File: src/plbd_pkg.sv
/*
 * Shared constants, types and helper functions of the loopback, self-test
 * and cable-diagnostic block.
 * Assumes one clock domain and a 16-bit management register space.
 */
package plbd_pkg;

    // ==========================================================
    // Register offsets
    localparam logic [15:0] OFS_BASIC_MODE_CONTROL = 16'h0000;
    localparam logic [15:0] OFS_CONFIG_ONE         = 16'h0009;
    localparam logic [15:0] OFS_SELF_TEST_CONTROL  = 16'h0016;
    localparam logic [15:0] OFS_SECOND_STATUS      = 16'h0017;
    localparam logic [15:0] OFS_RECEIVED_BYTE_CNT  = 16'h0071;
    localparam logic [15:0] OFS_ERROR_BYTE_CNT     = 16'h0072;
    localparam logic [15:0] OFS_LOOPBACK_TUNING    = 16'h00FE;
    localparam logic [15:0] OFS_REFL_CONTROL       = 16'h0180;
    localparam logic [15:0] OFS_REFL_RESULT0       = 16'h0190;

    // ==========================================================
    // Field positions
    localparam int BMC_LOOP_BIT    = 14;  // MAC-side loopback
    localparam int CONFIG_ONE_AUTO_DIAG  = 7;   // Reflectometry on link loss
    localparam int STC_RUN_BIT     = 15;  // Self-test run
    localparam int STC_CONT_BIT    = 14;  // Counters wrap instead of hold
    localparam int STC_LONG_BIT    = 13;  // 1518-byte packets
    localparam int STC_GAP_LSB     = 8;   // Gap field, 4 bits
    localparam int STC_REVMAC_BIT  = 6;   // Reverse loop also to MAC
    localparam int STC_MACLINE_BIT = 5;   // MAC loop also to line
    localparam int STC_REV_BIT     = 4;
    localparam int STC_EXT_BIT     = 3;
    localparam int STC_ANA_BIT     = 2;
    localparam int STC_DIG_BIT     = 1;
    localparam int STC_PCS_BIT     = 0;
    localparam int RFC_START_BIT   = 0;

    // ==========================================================
    // Reset values
    localparam logic [15:0] RST_BASIC_MODE_CONTROL = 16'h0000;
    localparam logic [15:0] RST_CONFIG_ONE         = 16'h0000;
    localparam logic [15:0] RST_SELF_TEST_CONTROL  = 16'h0000;
    localparam logic [15:0] RST_LOOPBACK_TUNING    = 16'h0000;

    // ==========================================================
    // Counts
    localparam logic [10:0] PKT_LEN_SHORT = 11'h040;  // 64 bytes
    localparam logic [10:0] PKT_LEN_LONG  = 11'h5EE;  // 1518 bytes
    localparam logic [7:0]  GAP_BASE      = 8'h0C;
    localparam logic [3:0]  LOCK_MATCHES  = 4'h4;
    localparam logic [3:0]  LOSS_MISSES   = 4'h4;
    localparam logic [2:0]  MAX_REFL      = 3'h5;
    localparam logic [14:0] PRBS_SEED     = 15'h7FFF;
    localparam logic [15:0] CNT_MAX       = 16'hFFFF;
    localparam logic [1:0]  SPD_10        = 2'h0;
    localparam logic [1:0]  SPD_100       = 2'h1;
    localparam logic [1:0]  SPD_1000      = 2'h2;

    // ==========================================================
    // Types
    typedef enum logic [2:0] {
        LB_NONE = 3'b000, LB_MAC = 3'b001, LB_PCS = 3'b010, LB_DIG = 3'b011,
        LB_ANA  = 3'b100, LB_EXT = 3'b101, LB_REV = 3'b110
    } plbd_loop_type;

    typedef enum logic [1:0] {
        GEN_IDLE = 2'b00, GEN_PKT = 2'b01, GEN_GAP = 2'b10
    } plbd_gen_type;

    // Eight steps of x^15+x^14+1; new byte lands in the low bits
    function automatic logic [14:0] plbd_adv8(input logic [14:0] s);
        logic [14:0] t;
        t = s;
        for (int i = 0; i < 8; i++)
        begin
            t = {t[13:0], t[14] ^ t[13]};
        end
        return t;
    endfunction : plbd_adv8

    // Counter step: wrap when continuous, else hold at the top
    function automatic logic [15:0] plbd_cnt(input logic [15:0] c, input logic inc,
                                             input logic cont);
        if (!inc)
            return c;
        else if (c == CNT_MAX)
            return cont ? 16'h0000 : CNT_MAX;
        else
            return c + 16'h0001;
    endfunction : plbd_cnt

endpackage : plbd_pkg

File: src/plbd_top.sv
/*
 * Loopback selection, PRBS packet generator and checker, and reflection
 * recorder of a tri-speed transceiver, behind a simple management port.
 * Assumes all inputs are produced on core_clk by the surrounding PHY core.
 */
// Behaviour
// RULE_01: MAC-side loop only via basic control bit
// RULE_02: Other loops enabled by self-test control fields
// RULE_03: Link report depends on loop mode, speed
// RULE_04: External loop only at 10/100 speed
// RULE_05: Host programs tuning register before loopback
// RULE_06: Host disables autonegotiation before near loops
// RULE_07: Host forces crossover mapping before near loops
// RULE_08: MAC loop returns data; optionally also line
// RULE_09: Coding loop turns data, no processing
// RULE_10: Digital loop turns data before analog
// RULE_11: Reverse loop returns line data to partner
// RULE_12: Reverse ignores MAC; optionally feeds MAC
// RULE_13: Generator sends packets and gaps, host-set
// RULE_14: PRBS15 generator, independent self-locking checker
// RULE_15: Mismatched received bytes counted as errors
// RULE_16: Status shows lock, sync lost, busy
// RULE_17: Every received byte is counted
// RULE_18: Continuous mode counters wrap to zero
// RULE_19: One bit picks 64 or 1518 bytes
// RULE_20: Keep first five reflections per pair
// RULE_21: Cross fault kept plus four reflections
// RULE_22: Auto reflectometry on link drop, readable
// RULE_23: Otherwise counters hold at their maximum
module plbd_top
    import plbd_pkg::*;
(
    input  wire logic        core_clk,
    input  wire logic        reset_n,
    input  wire logic [15:0] mgmt_addr,      // Register offset
    input  wire logic        mgmt_wr,        // Write strobe
    input  wire logic        mgmt_rd,        // Read strobe
    input  wire logic [15:0] mgmt_wdata,
    output logic      [15:0] mgmt_rdata,
    output logic             mgmt_rvalid,
    input  wire logic [1:0]  speed,          // Resolved speed
    input  wire logic        phy_link,       // Link from the receive chain
    input  wire logic [7:0]  mac_tx_data,
    input  wire logic        mac_tx_en,
    output logic      [7:0]  mac_rx_data,
    output logic             mac_rx_dv,
    output logic      [7:0]  line_tx_data,   // Towards coding and analog
    output logic             line_tx_en,
    input  wire logic [7:0]  line_rx_data,   // From the receiver
    input  wire logic        line_rx_dv,
    output logic             afe_loop_en,    // Analog path turned inside
    output logic             link_status,
    input  wire logic        refl_valid,     // One reflection measured
    input  wire logic        refl_cross,
    input  wire logic [14:0] refl_time,
    input  wire logic        refl_done,      // Pulse engine finished
    output logic             refl_start
);

    // ==========================================================
    // Registers and status
    logic [15:0]   bmc_r, config_one_r, stc_r, tune_r;  // Software controls
    logic [15:0]   rx_cnt_r, err_cnt_r;           // Self-test counters
    logic          run_d_r, link_d_r;             // Edge history
    logic          locked_r, sync_lost_r;
    logic [3:0]    match_run_r, miss_run_r;
    logic [14:0]   chk_state_r;                   // Checker's own LFSR
    logic [7:0]    prev_rx_r;
    plbd_gen_type  gen_state_r;
    logic [14:0]   gen_lfsr_r;
    logic [10:0]   gen_cnt_r;
    logic          refl_busy_r, refl_dn_r, cross_seen_r;
    logic [2:0]    refl_cnt_r;
    logic [15:0]   refl_slot_r [5];               // {cross, time}
    logic [7:0]    mac_rx_data_r, line_tx_data_r;
    logic          mac_rx_dv_r, line_tx_en_r, link_r;

    // ==========================================================
    // Loop mode decode, MAC loop highest priority
    wire logic    mac_lp  = bmc_r[BMC_LOOP_BIT];                      // RULE_01
    wire logic    pcs_ok  = stc_r[STC_PCS_BIT] && (speed != SPD_10);  // RULE_02
    wire logic    ext_ok  = stc_r[STC_EXT_BIT] && (speed != SPD_1000); // RULE_04
    wire plbd_loop_type loop_mode =
        mac_lp               ? LB_MAC :
        pcs_ok               ? LB_PCS :
        stc_r[STC_DIG_BIT]   ? LB_DIG :
        stc_r[STC_ANA_BIT]   ? LB_ANA :
        ext_ok               ? LB_EXT :
        stc_r[STC_REV_BIT]   ? LB_REV : LB_NONE;

    // Link report per mode and speed
    function automatic logic link_rep(input plbd_loop_type m, input logic [1:0] s,
                                      input logic l);
        unique case (m)
            LB_MAC:  return 1'b0;                  // Never reports link
            LB_PCS:  return s == SPD_100;          // Only at 100M
            LB_DIG,
            LB_ANA:  return 1'b1;                  // All speeds
            LB_EXT,
            LB_NONE,
            LB_REV:  return l;
            default: return 1'b0;                  // Unused code
        endcase
    endfunction : link_rep

    // ==========================================================
    // Data path steering
    wire logic       bist_run = stc_r[STC_RUN_BIT];
    wire logic       restart  = bist_run && !run_d_r;
    wire logic       gen_en   = (gen_state_r == GEN_PKT);
    wire logic [7:0] gen_byte = gen_lfsr_r[7:0];
    wire logic [7:0] src_data = bist_run ? gen_byte : mac_tx_data;
    wire logic       src_en   = bist_run ? gen_en : mac_tx_en;
    // Internal turnarounds: MAC side, coding layer, before analog
    wire logic inner_lp = (loop_mode == LB_MAC) || (loop_mode == LB_PCS)
                       || (loop_mode == LB_DIG);                       // RULE_09 RULE_10
    wire logic       is_rev   = (loop_mode == LB_REV);
    wire logic [7:0] rxp_data = inner_lp ? src_data : line_rx_data;
    wire logic       rxp_dv   = inner_lp ? src_en : line_rx_dv;
    // Line gets data unless the loop turns before it; the MAC loop with its line bit set still drives it
    wire logic line_drv = !inner_lp || ((loop_mode == LB_MAC) && stc_r[STC_MACLINE_BIT]); // RULE_08
    wire logic mac_feed = !is_rev || stc_r[STC_REVMAC_BIT];             // RULE_12

    // Registered data outputs; reverse loop drops MAC transmit entirely
    always_ff @(posedge core_clk)
    begin
        if (!reset_n)
        begin
            line_tx_data_r <= 8'h00;
            line_tx_en_r   <= 1'b0;
            mac_rx_data_r  <= 8'h00;
            mac_rx_dv_r    <= 1'b0;
            link_r         <= 1'b0;
        end
        else
        begin
            line_tx_data_r <= is_rev ? line_rx_data : src_data;        // RULE_11
            line_tx_en_r   <= is_rev ? line_rx_dv : (src_en && line_drv);
            mac_rx_data_r  <= rxp_data;
            mac_rx_dv_r    <= rxp_dv && mac_feed;                       // RULE_08
            link_r         <= link_rep(loop_mode, speed, phy_link);    // RULE_03
        end
    end

    // ==========================================================
    // Packet generator: PRBS packets then idle gaps
    wire logic [10:0] pkt_len = stc_r[STC_LONG_BIT] ? PKT_LEN_LONG : PKT_LEN_SHORT; // RULE_19
    wire logic [10:0] gap_len = {3'h0, GAP_BASE + {2'h0, stc_r[STC_GAP_LSB +: 4], 2'h0}};

    always_ff @(posedge core_clk)
    begin
        if (!reset_n || !bist_run)
        begin
            gen_state_r <= GEN_IDLE;
            gen_lfsr_r  <= PRBS_SEED;
            gen_cnt_r   <= 11'h000;
        end
        else
        begin
            unique case (gen_state_r)
                GEN_IDLE:
                begin
                    gen_state_r <= GEN_PKT;
                    gen_lfsr_r  <= plbd_adv8(gen_lfsr_r);              // RULE_14
                end
                GEN_PKT:
                begin
                    gen_lfsr_r <= plbd_adv8(gen_lfsr_r);
                    gen_cnt_r  <= gen_cnt_r + 11'h001;
                    if (gen_cnt_r == pkt_len - 11'h001)
                    begin
                        gen_state_r <= GEN_GAP;                         // RULE_13
                        gen_cnt_r   <= 11'h000;
                    end
                end
                GEN_GAP:
                begin
                    gen_cnt_r <= gen_cnt_r + 11'h001;
                    if (gen_cnt_r == gap_len - 11'h001)
                    begin
                        gen_state_r <= GEN_PKT;
                        gen_cnt_r   <= 11'h000;
                    end
                end
                default: gen_state_r <= GEN_IDLE;                       // Unused code
            endcase
        end
    end

    // ==========================================================
    // Checker: loads from the stream until it predicts four bytes
    wire logic        chk_v    = rxp_dv && bist_run;
    wire logic [14:0] chk_next = plbd_adv8(chk_state_r);
    wire logic        chk_hit  = (rxp_data == chk_next[7:0]);
    wire logic        chk_err  = chk_v && locked_r && !chk_hit;
    wire logic        cont     = stc_r[STC_CONT_BIT];

    always_ff @(posedge core_clk)
    begin
        if (!reset_n || restart)
        begin
            chk_state_r <= 15'h0000;
            prev_rx_r   <= 8'h00;
            locked_r    <= 1'b0;
            sync_lost_r <= 1'b0;
            match_run_r <= 4'h0;
            miss_run_r  <= 4'h0;
            rx_cnt_r    <= 16'h0000;
            err_cnt_r   <= 16'h0000;
        end
        else
        begin
            rx_cnt_r  <= plbd_cnt(rx_cnt_r, chk_v, cont);              // RULE_17 RULE_18 RULE_23
            err_cnt_r <= plbd_cnt(err_cnt_r, chk_err, cont);           // RULE_15
            if (chk_v)
            begin
                prev_rx_r <= rxp_data;
                if (!locked_r)
                begin
                    // Self-synchronise: state is the last fifteen bits seen
                    chk_state_r <= {prev_rx_r[6:0], rxp_data};
                    match_run_r <= chk_hit ? match_run_r + 4'h1 : 4'h0;
                    locked_r    <= chk_hit && (match_run_r == LOCK_MATCHES - 4'h1); // RULE_16
                    miss_run_r  <= 4'h0;
                end
                else
                begin
                    chk_state_r <= chk_next;
                    miss_run_r  <= chk_hit ? 4'h0 : miss_run_r + 4'h1;
                    if (!chk_hit && (miss_run_r == LOSS_MISSES - 4'h1))
                    begin
                        locked_r    <= 1'b0;
                        sync_lost_r <= 1'b1;                            // RULE_16
                        match_run_r <= 4'h0;
                    end
                end
            end
        end
    end

    // ==========================================================
    // Reflection recorder; a run on link loss needs the diag bit
    wire logic       rfc_hit  = mgmt_wr && (mgmt_addr == OFS_REFL_CONTROL);
    wire logic       link_drop = link_d_r && !phy_link && config_one_r[CONFIG_ONE_AUTO_DIAG];
    wire logic       go       = !refl_busy_r && ((rfc_hit && mgmt_wdata[RFC_START_BIT])
                                              || link_drop);            // RULE_22
    wire logic       rv       = refl_valid && refl_busy_r;
    wire logic       wr_norm  = rv && !refl_cross && (refl_cnt_r < MAX_REFL); // RULE_20
    wire logic       wr_cross = rv && refl_cross && !cross_seen_r;     // RULE_21
    // A late cross fault takes the fifth slot so four normal ones remain
    wire logic [2:0] wr_idx   = (wr_cross && refl_cnt_r == MAX_REFL) ? MAX_REFL - 3'h1
                                                                      : refl_cnt_r;

    always_ff @(posedge core_clk)
    begin
        if (!reset_n)
        begin
            refl_busy_r  <= 1'b0;
            refl_dn_r    <= 1'b0;
            cross_seen_r <= 1'b0;
            refl_cnt_r   <= 3'h0;
            refl_start   <= 1'b0;
            link_d_r     <= 1'b0;
        end
        else
        begin
            link_d_r   <= phy_link;
            refl_start <= go;
            if (go)
            begin
                refl_busy_r  <= 1'b1;
                refl_dn_r    <= 1'b0;
                cross_seen_r <= 1'b0;
                refl_cnt_r   <= 3'h0;
            end
            else if (refl_busy_r)
            begin
                if (refl_done)
                begin
                    refl_busy_r <= 1'b0;
                    refl_dn_r   <= 1'b1;
                end
                if (wr_cross)
                    cross_seen_r <= 1'b1;
                if (wr_norm || (wr_cross && refl_cnt_r < MAX_REFL))
                    refl_cnt_r <= refl_cnt_r + 3'h1;
            end
        end
    end

    // Slots survive until the next run so software reads them any time
    for (genvar g = 0; g < 5; g++)
    begin : g_slot
        always_ff @(posedge core_clk)
        begin
            if (!reset_n)
                refl_slot_r[g] <= 16'h0000;
            else if ((wr_norm || wr_cross) && wr_idx == 3'(g))
                refl_slot_r[g] <= {refl_cross, refl_time};              // RULE_20
        end
    end

    // ==========================================================
    // Management registers
    always_ff @(posedge core_clk)
    begin
        if (!reset_n)
        begin
            bmc_r   <= RST_BASIC_MODE_CONTROL;
            config_one_r  <= RST_CONFIG_ONE;
            stc_r   <= RST_SELF_TEST_CONTROL;
            tune_r  <= RST_LOOPBACK_TUNING;
            run_d_r <= 1'b0;
        end
        else
        begin
            run_d_r <= bist_run;
            if (mgmt_wr && mgmt_addr == OFS_BASIC_MODE_CONTROL) bmc_r  <= mgmt_wdata; // RULE_01
            if (mgmt_wr && mgmt_addr == OFS_CONFIG_ONE)         config_one_r <= mgmt_wdata;
            if (mgmt_wr && mgmt_addr == OFS_SELF_TEST_CONTROL)  stc_r  <= mgmt_wdata; // RULE_02
            if (mgmt_wr && mgmt_addr == OFS_LOOPBACK_TUNING)    tune_r <= mgmt_wdata;
        end
    end

    wire logic [15:0] ridx = mgmt_addr - OFS_REFL_RESULT0;
    wire logic [15:0] rd_mux =
        (mgmt_addr == OFS_BASIC_MODE_CONTROL) ? bmc_r :
        (mgmt_addr == OFS_CONFIG_ONE)         ? config_one_r :
        (mgmt_addr == OFS_SELF_TEST_CONTROL)  ? stc_r :
        (mgmt_addr == OFS_SECOND_STATUS)      ? {13'h0000, gen_state_r != GEN_IDLE,
                                                 sync_lost_r, locked_r} :
        (mgmt_addr == OFS_RECEIVED_BYTE_CNT)  ? rx_cnt_r :
        (mgmt_addr == OFS_ERROR_BYTE_CNT)     ? err_cnt_r :
        (mgmt_addr == OFS_LOOPBACK_TUNING)    ? tune_r :
        (mgmt_addr == OFS_REFL_CONTROL)       ? {9'h000, refl_cnt_r, 2'h0, refl_dn_r,
                                                 refl_busy_r} :
        (ridx < 16'h0005)                     ? refl_slot_r[ridx[2:0]] : 16'h0000;

    // Read data is held until the next read
    always_ff @(posedge core_clk)
    begin
        if (!reset_n)
        begin
            mgmt_rdata  <= 16'h0000;
            mgmt_rvalid <= 1'b0;
        end
        else
        begin
            mgmt_rvalid <= mgmt_rd;
            if (mgmt_rd)
                mgmt_rdata <= rd_mux;
        end
    end

    assign mac_rx_data  = mac_rx_data_r;
    assign mac_rx_dv    = mac_rx_dv_r;
    assign line_tx_data = line_tx_data_r;
    assign line_tx_en   = line_tx_en_r;
    assign link_status  = link_r;
    assign afe_loop_en  = (loop_mode == LB_ANA);
endmodule : plbd_top

File: config.mk
export PLATFORM = sky130hd
export DESIGN_NAME = plbd_top
export DESIGN_NICKNAME = d
export VERILOG_FILES = /design/src/plbd_pkg.sv /design/src/plbd_top.sv
export SDC_FILE = /design/constraint.sdc
export NUM_CORES = 1
export LEC_CHECK = 0
export ABC_AREA = 0
export CAP_MARGIN = 5
export CORE_UTILIZATION = 60
export CTS_CLUSTER_DIAMETER = 120
export DETAILED_ROUTE_END_ITERATION = 10
export DONT_BUFFER_PORTS = 1
export PLACE_DENSITY = 0.75
export SETUP_SLACK_MARGIN = 0.3
export SLEW_MARGIN = 15
export SYNTH_ARGS = -nofsm -noshare
export SYNTH_HDL_FRONTEND = slang
export SYNTH_SLANG_ARGS = --single-unit
File: constraint.sdc
create_clock -name core_clk -period 4.1 [get_ports core_clk]
set_clock_uncertainty 0.15 [all_clocks]
set_input_delay 0.41 -clock core_clk [delete_from_list [all_inputs] [get_ports core_clk]]
set_output_delay 0.41 -clock core_clk [all_outputs]
set_load 0.005 [all_outputs]
==> metrics <==
share of cells above drive strength 1=0.0754; routed wire length per instance=21.0 µm; CP dominant cell by count=or3_1; CTS sink cnt=281; worst skew pair latency=550 ps; Max FO, Critical Path=20; Clock Tree Root=clkbuf_16; I/O Buffers=0; synthesized area per cell=9.09 µm²; Yosys reg bits=281; # rows=54; Reg power frac=0.489; Fin. Hold Viols=0; Overall Power=0.00594 W; clk slew on worst S/H paths=60 ps; vias=11500; Synth area leader=dfxtp_1; part of the power in the clock network=0.474; Distinct cells, synth=78; Crit path required time=4430 ps; initial antenna violation count=1; fin util=0.690; synth warn=0; H-tree levels=1; Initial Util=0.613; Crit path largest cell delay=940 ps; CTS Buf Count=30; Worst setup SP type=flip-flop; DR iter-0 viols=966; WHS Endpoint=line_tx_data[7]$_SDFF_PN0_; total track usage=0.329; # Post-CTS Setup Buffers=0; detailed placer's ending HPWL=24700 µm; CP startpoint=stc_r[15]$_SDFFE_PN0P_; Int Power=0.00469 W; Most used DFF post-synth=dfxtp_1; Max VDD drop=281 µV; final setup vio count=0; CP endpoint kind=flip-flop; Total Negative Setup Slacks=0 ps; Die H=152 µm; Cell Chain, Critical Path=mux2i_1 > a21boi_0 > or3_1 > nand4b_1 > or4_1 > or3_1 > o22ai_1; Clock Path Buffers=3; Synth-to-Final Area Change=12.5%; detailed-router iteration count before antenna repair=5; hold depth=2; CP Data Arrival Time=3820 ps; minimum clock period=3490 ps; sequential cell area fraction in the yosys report=0.479; top cell type's share of synthesized area=0.300; Syn Nets=1563; Logic pwr share=0.037; vias per cell=6.39; Reg2Reg Launch Point=stc_r[15]$_SDFFE_PN0P_; flop-to-flop setup slack=610 ps; CTS tree=done; Static Leak=5.32 nW; pin slew with the least headroom to its limit=1180 ps; Syn Inst Count=1476; unrepaired setup endpoints after global routing=false; pwr/cell area=393 nW/µm²; worst hold start=mac_tx_data[7]; GRT overflow=0; Core Region=21900 µm²; final wirelength=37600 µm; period utilisation layout=0.851; IO Pins=113; post-CTS sizing=0; Worst R2R End=match_run_r[0]$_SDFFE_PP0P_; largest net degree at the start of global routing=51; vias in the first global route=10600; mapped cell area=13400 µm²; Slew Viols, Final=0; Switching Power=0.00125 W; hold slack=18.3 ps; Hold Path Class=primary input to flip-flop; Sw Ratio=0.210; Die ar.=23000 µm²; number of synthesized flops with an enable pin=80; CP max-delay cell=or4_1; crit path kind=flip-flop to flip-flop; Async SR Flop Fraction=0; max_cap viols=0; GP Congestion=0.929; first-pass GRT wire length=58100 µm; DRC violations left=0; Rel. slew slack=0.211; status=finished, final reports clean; Final nets=1574; Max Freq=287 MHz; Die Wd=152 µm; R2R depth=7; Synth area leaders=dfxtp_1, edfxtp_1, nand2_1; post-route ant nets=0
flip-flops by register name (all words and copies together), names as in the netlist, 2 cells and up:
name	flops
gen_state_r	2
config_one_r	16
stc_r	16
line_tx_data	8
mgmt_rdata	16
refl_cnt_r	3
refl_slot_r	80
gen_lfsr_r	15
gen_cnt_r	11
bmc_r	16
tune_r	16
rx_cnt_r	16
prev_rx_r	7
mac_rx_data	8
match_run_r	4
miss_run_r	4
chk_state_r	15
err_cnt_r	16
worst max-delay path: cells and delay by family (launching register included):
kind | cells | cell delay, ps
simple gates | 4 | 1700
flops | 1 | 820
compound gates | 2 | 440
mux | 1 | 300
cells in the mapped netlist (all sizes together) (15+ instances only):
master / count
mux4: 16
nor3: 24
edfxtp: 80
and3: 28
a31oi: 15
nand2: 223
clkbuf: 71
mux2i: 38
a21oi: 135
nor2: 104
a211oi: 26
nand4: 15
o211ai: 16
xor2: 30
o21ai: 69
or3: 15
and2: 98
nand3: 57
inv: 30
buf: 21
dfxtp: 201
cells by family (layout without fill, tap and decap cells):
group	Yosys count	in the layout	synth area share
AND/OR/NAND/NOR	606	606	0.221
XOR/XNOR	40	40	0.0261
buffers and inverters	122	157	0.0372
adder cells (fa/ha/maj)	12	12	0.0112
multiplexers	56	56	0.0569
AO/OA/AOI/OAI	359	359	0.169
other	0	1	0
flip-flops	281	281	0.479
worst max path at each step:
stage | endpoint | slack, ps
after floorplan | refl_slot_r[1][0]$_SDFFCE_PN0P_ | 1240
after global placement | err_cnt_r[0]$_SDFFE_PP0P_ | 760
after detailed placement | match_run_r[0]$_SDFFE_PP0P_ | 680
after CTS | match_run_r[0]$_SDFFE_PP0P_ | 660
after global routing | err_cnt_r[12]$_SDFFE_PP0P_ | 470
final | match_run_r[0]$_SDFFE_PP0P_ | 610
power groups by stage:
stage | clock (W) | sequential [W] | combinational, W
6_report | 0.00281 | 0.00290 | 0.000222
5_1_grt | 0.00296 | 0.00291 | 0.000234
4_1_cts | 0.00285 | 0.00290 | 0.000217
3_5_place_dp | 0 | 0.00296 | 0.000151
3_3_place_gp | 0 | 0.00296 | 0.000149
2_1_floorplan | 0 | 0.00296 | 0.000130
metrics by stage:
step                area (µm²)  setup WS (ps)  cells
floorplan                13400           1240   1476
global placement         13600            755   1686
detailed placement       13600            680   1686
CTS                      15100            657   1791
global route             15100            467   1792
finish                   15100            610   1792
per-layer routing:
layer	GRT usage	wire [µm]	vias to the layer above
li1	-	-	5325
met1	0.416	14600	5363
met2	0.539	17100	652
met3	0.0659	3950	119
met4	0.163	1960	0
met5	0	0	-
cell type report:
cell class	count	area (µm²)
multi-input combinational	1073	6520
tap	280	350
clock inverter	18	219
sequential	281	6430
inverter	30	113
timing repair buffer	71	656
clock buffer	38	812
fill	1773	6790
antenna	1	2.50
placed cells by master (no fill, tap or decap), drive strengths merged, types with 5 or more instances in the layout:
master	count
nor3	24
dlygate4sd3	49
bufinv	5
nand4	15
a22oi	7
a21oi	135
o211ai	16
o221ai	5
a222oi	6
nand2b	7
clkbuf	38
a21o	5
nand3	57
clkinv	9
a211oi	26
o21a	7
inv	30
mux2i	38
nor2b	9
xor2	30
buf	22
or3	15
and2	98
a31oi	15
or2	6
o22ai	12
edfxtp	80
ha	12
nor4	6
and3	28
dfxtp	201
xnor2	10
nor2	104
nand2	223
o21ai	69
mux4	16
a221oi	12
repair_timing:
action	4_1_cts	5_1_grt
hold endpoints to repair	177	0
hold buffers	49	0
setup endpoints to repair	0	0
Power figures use the tool's default switching activity.
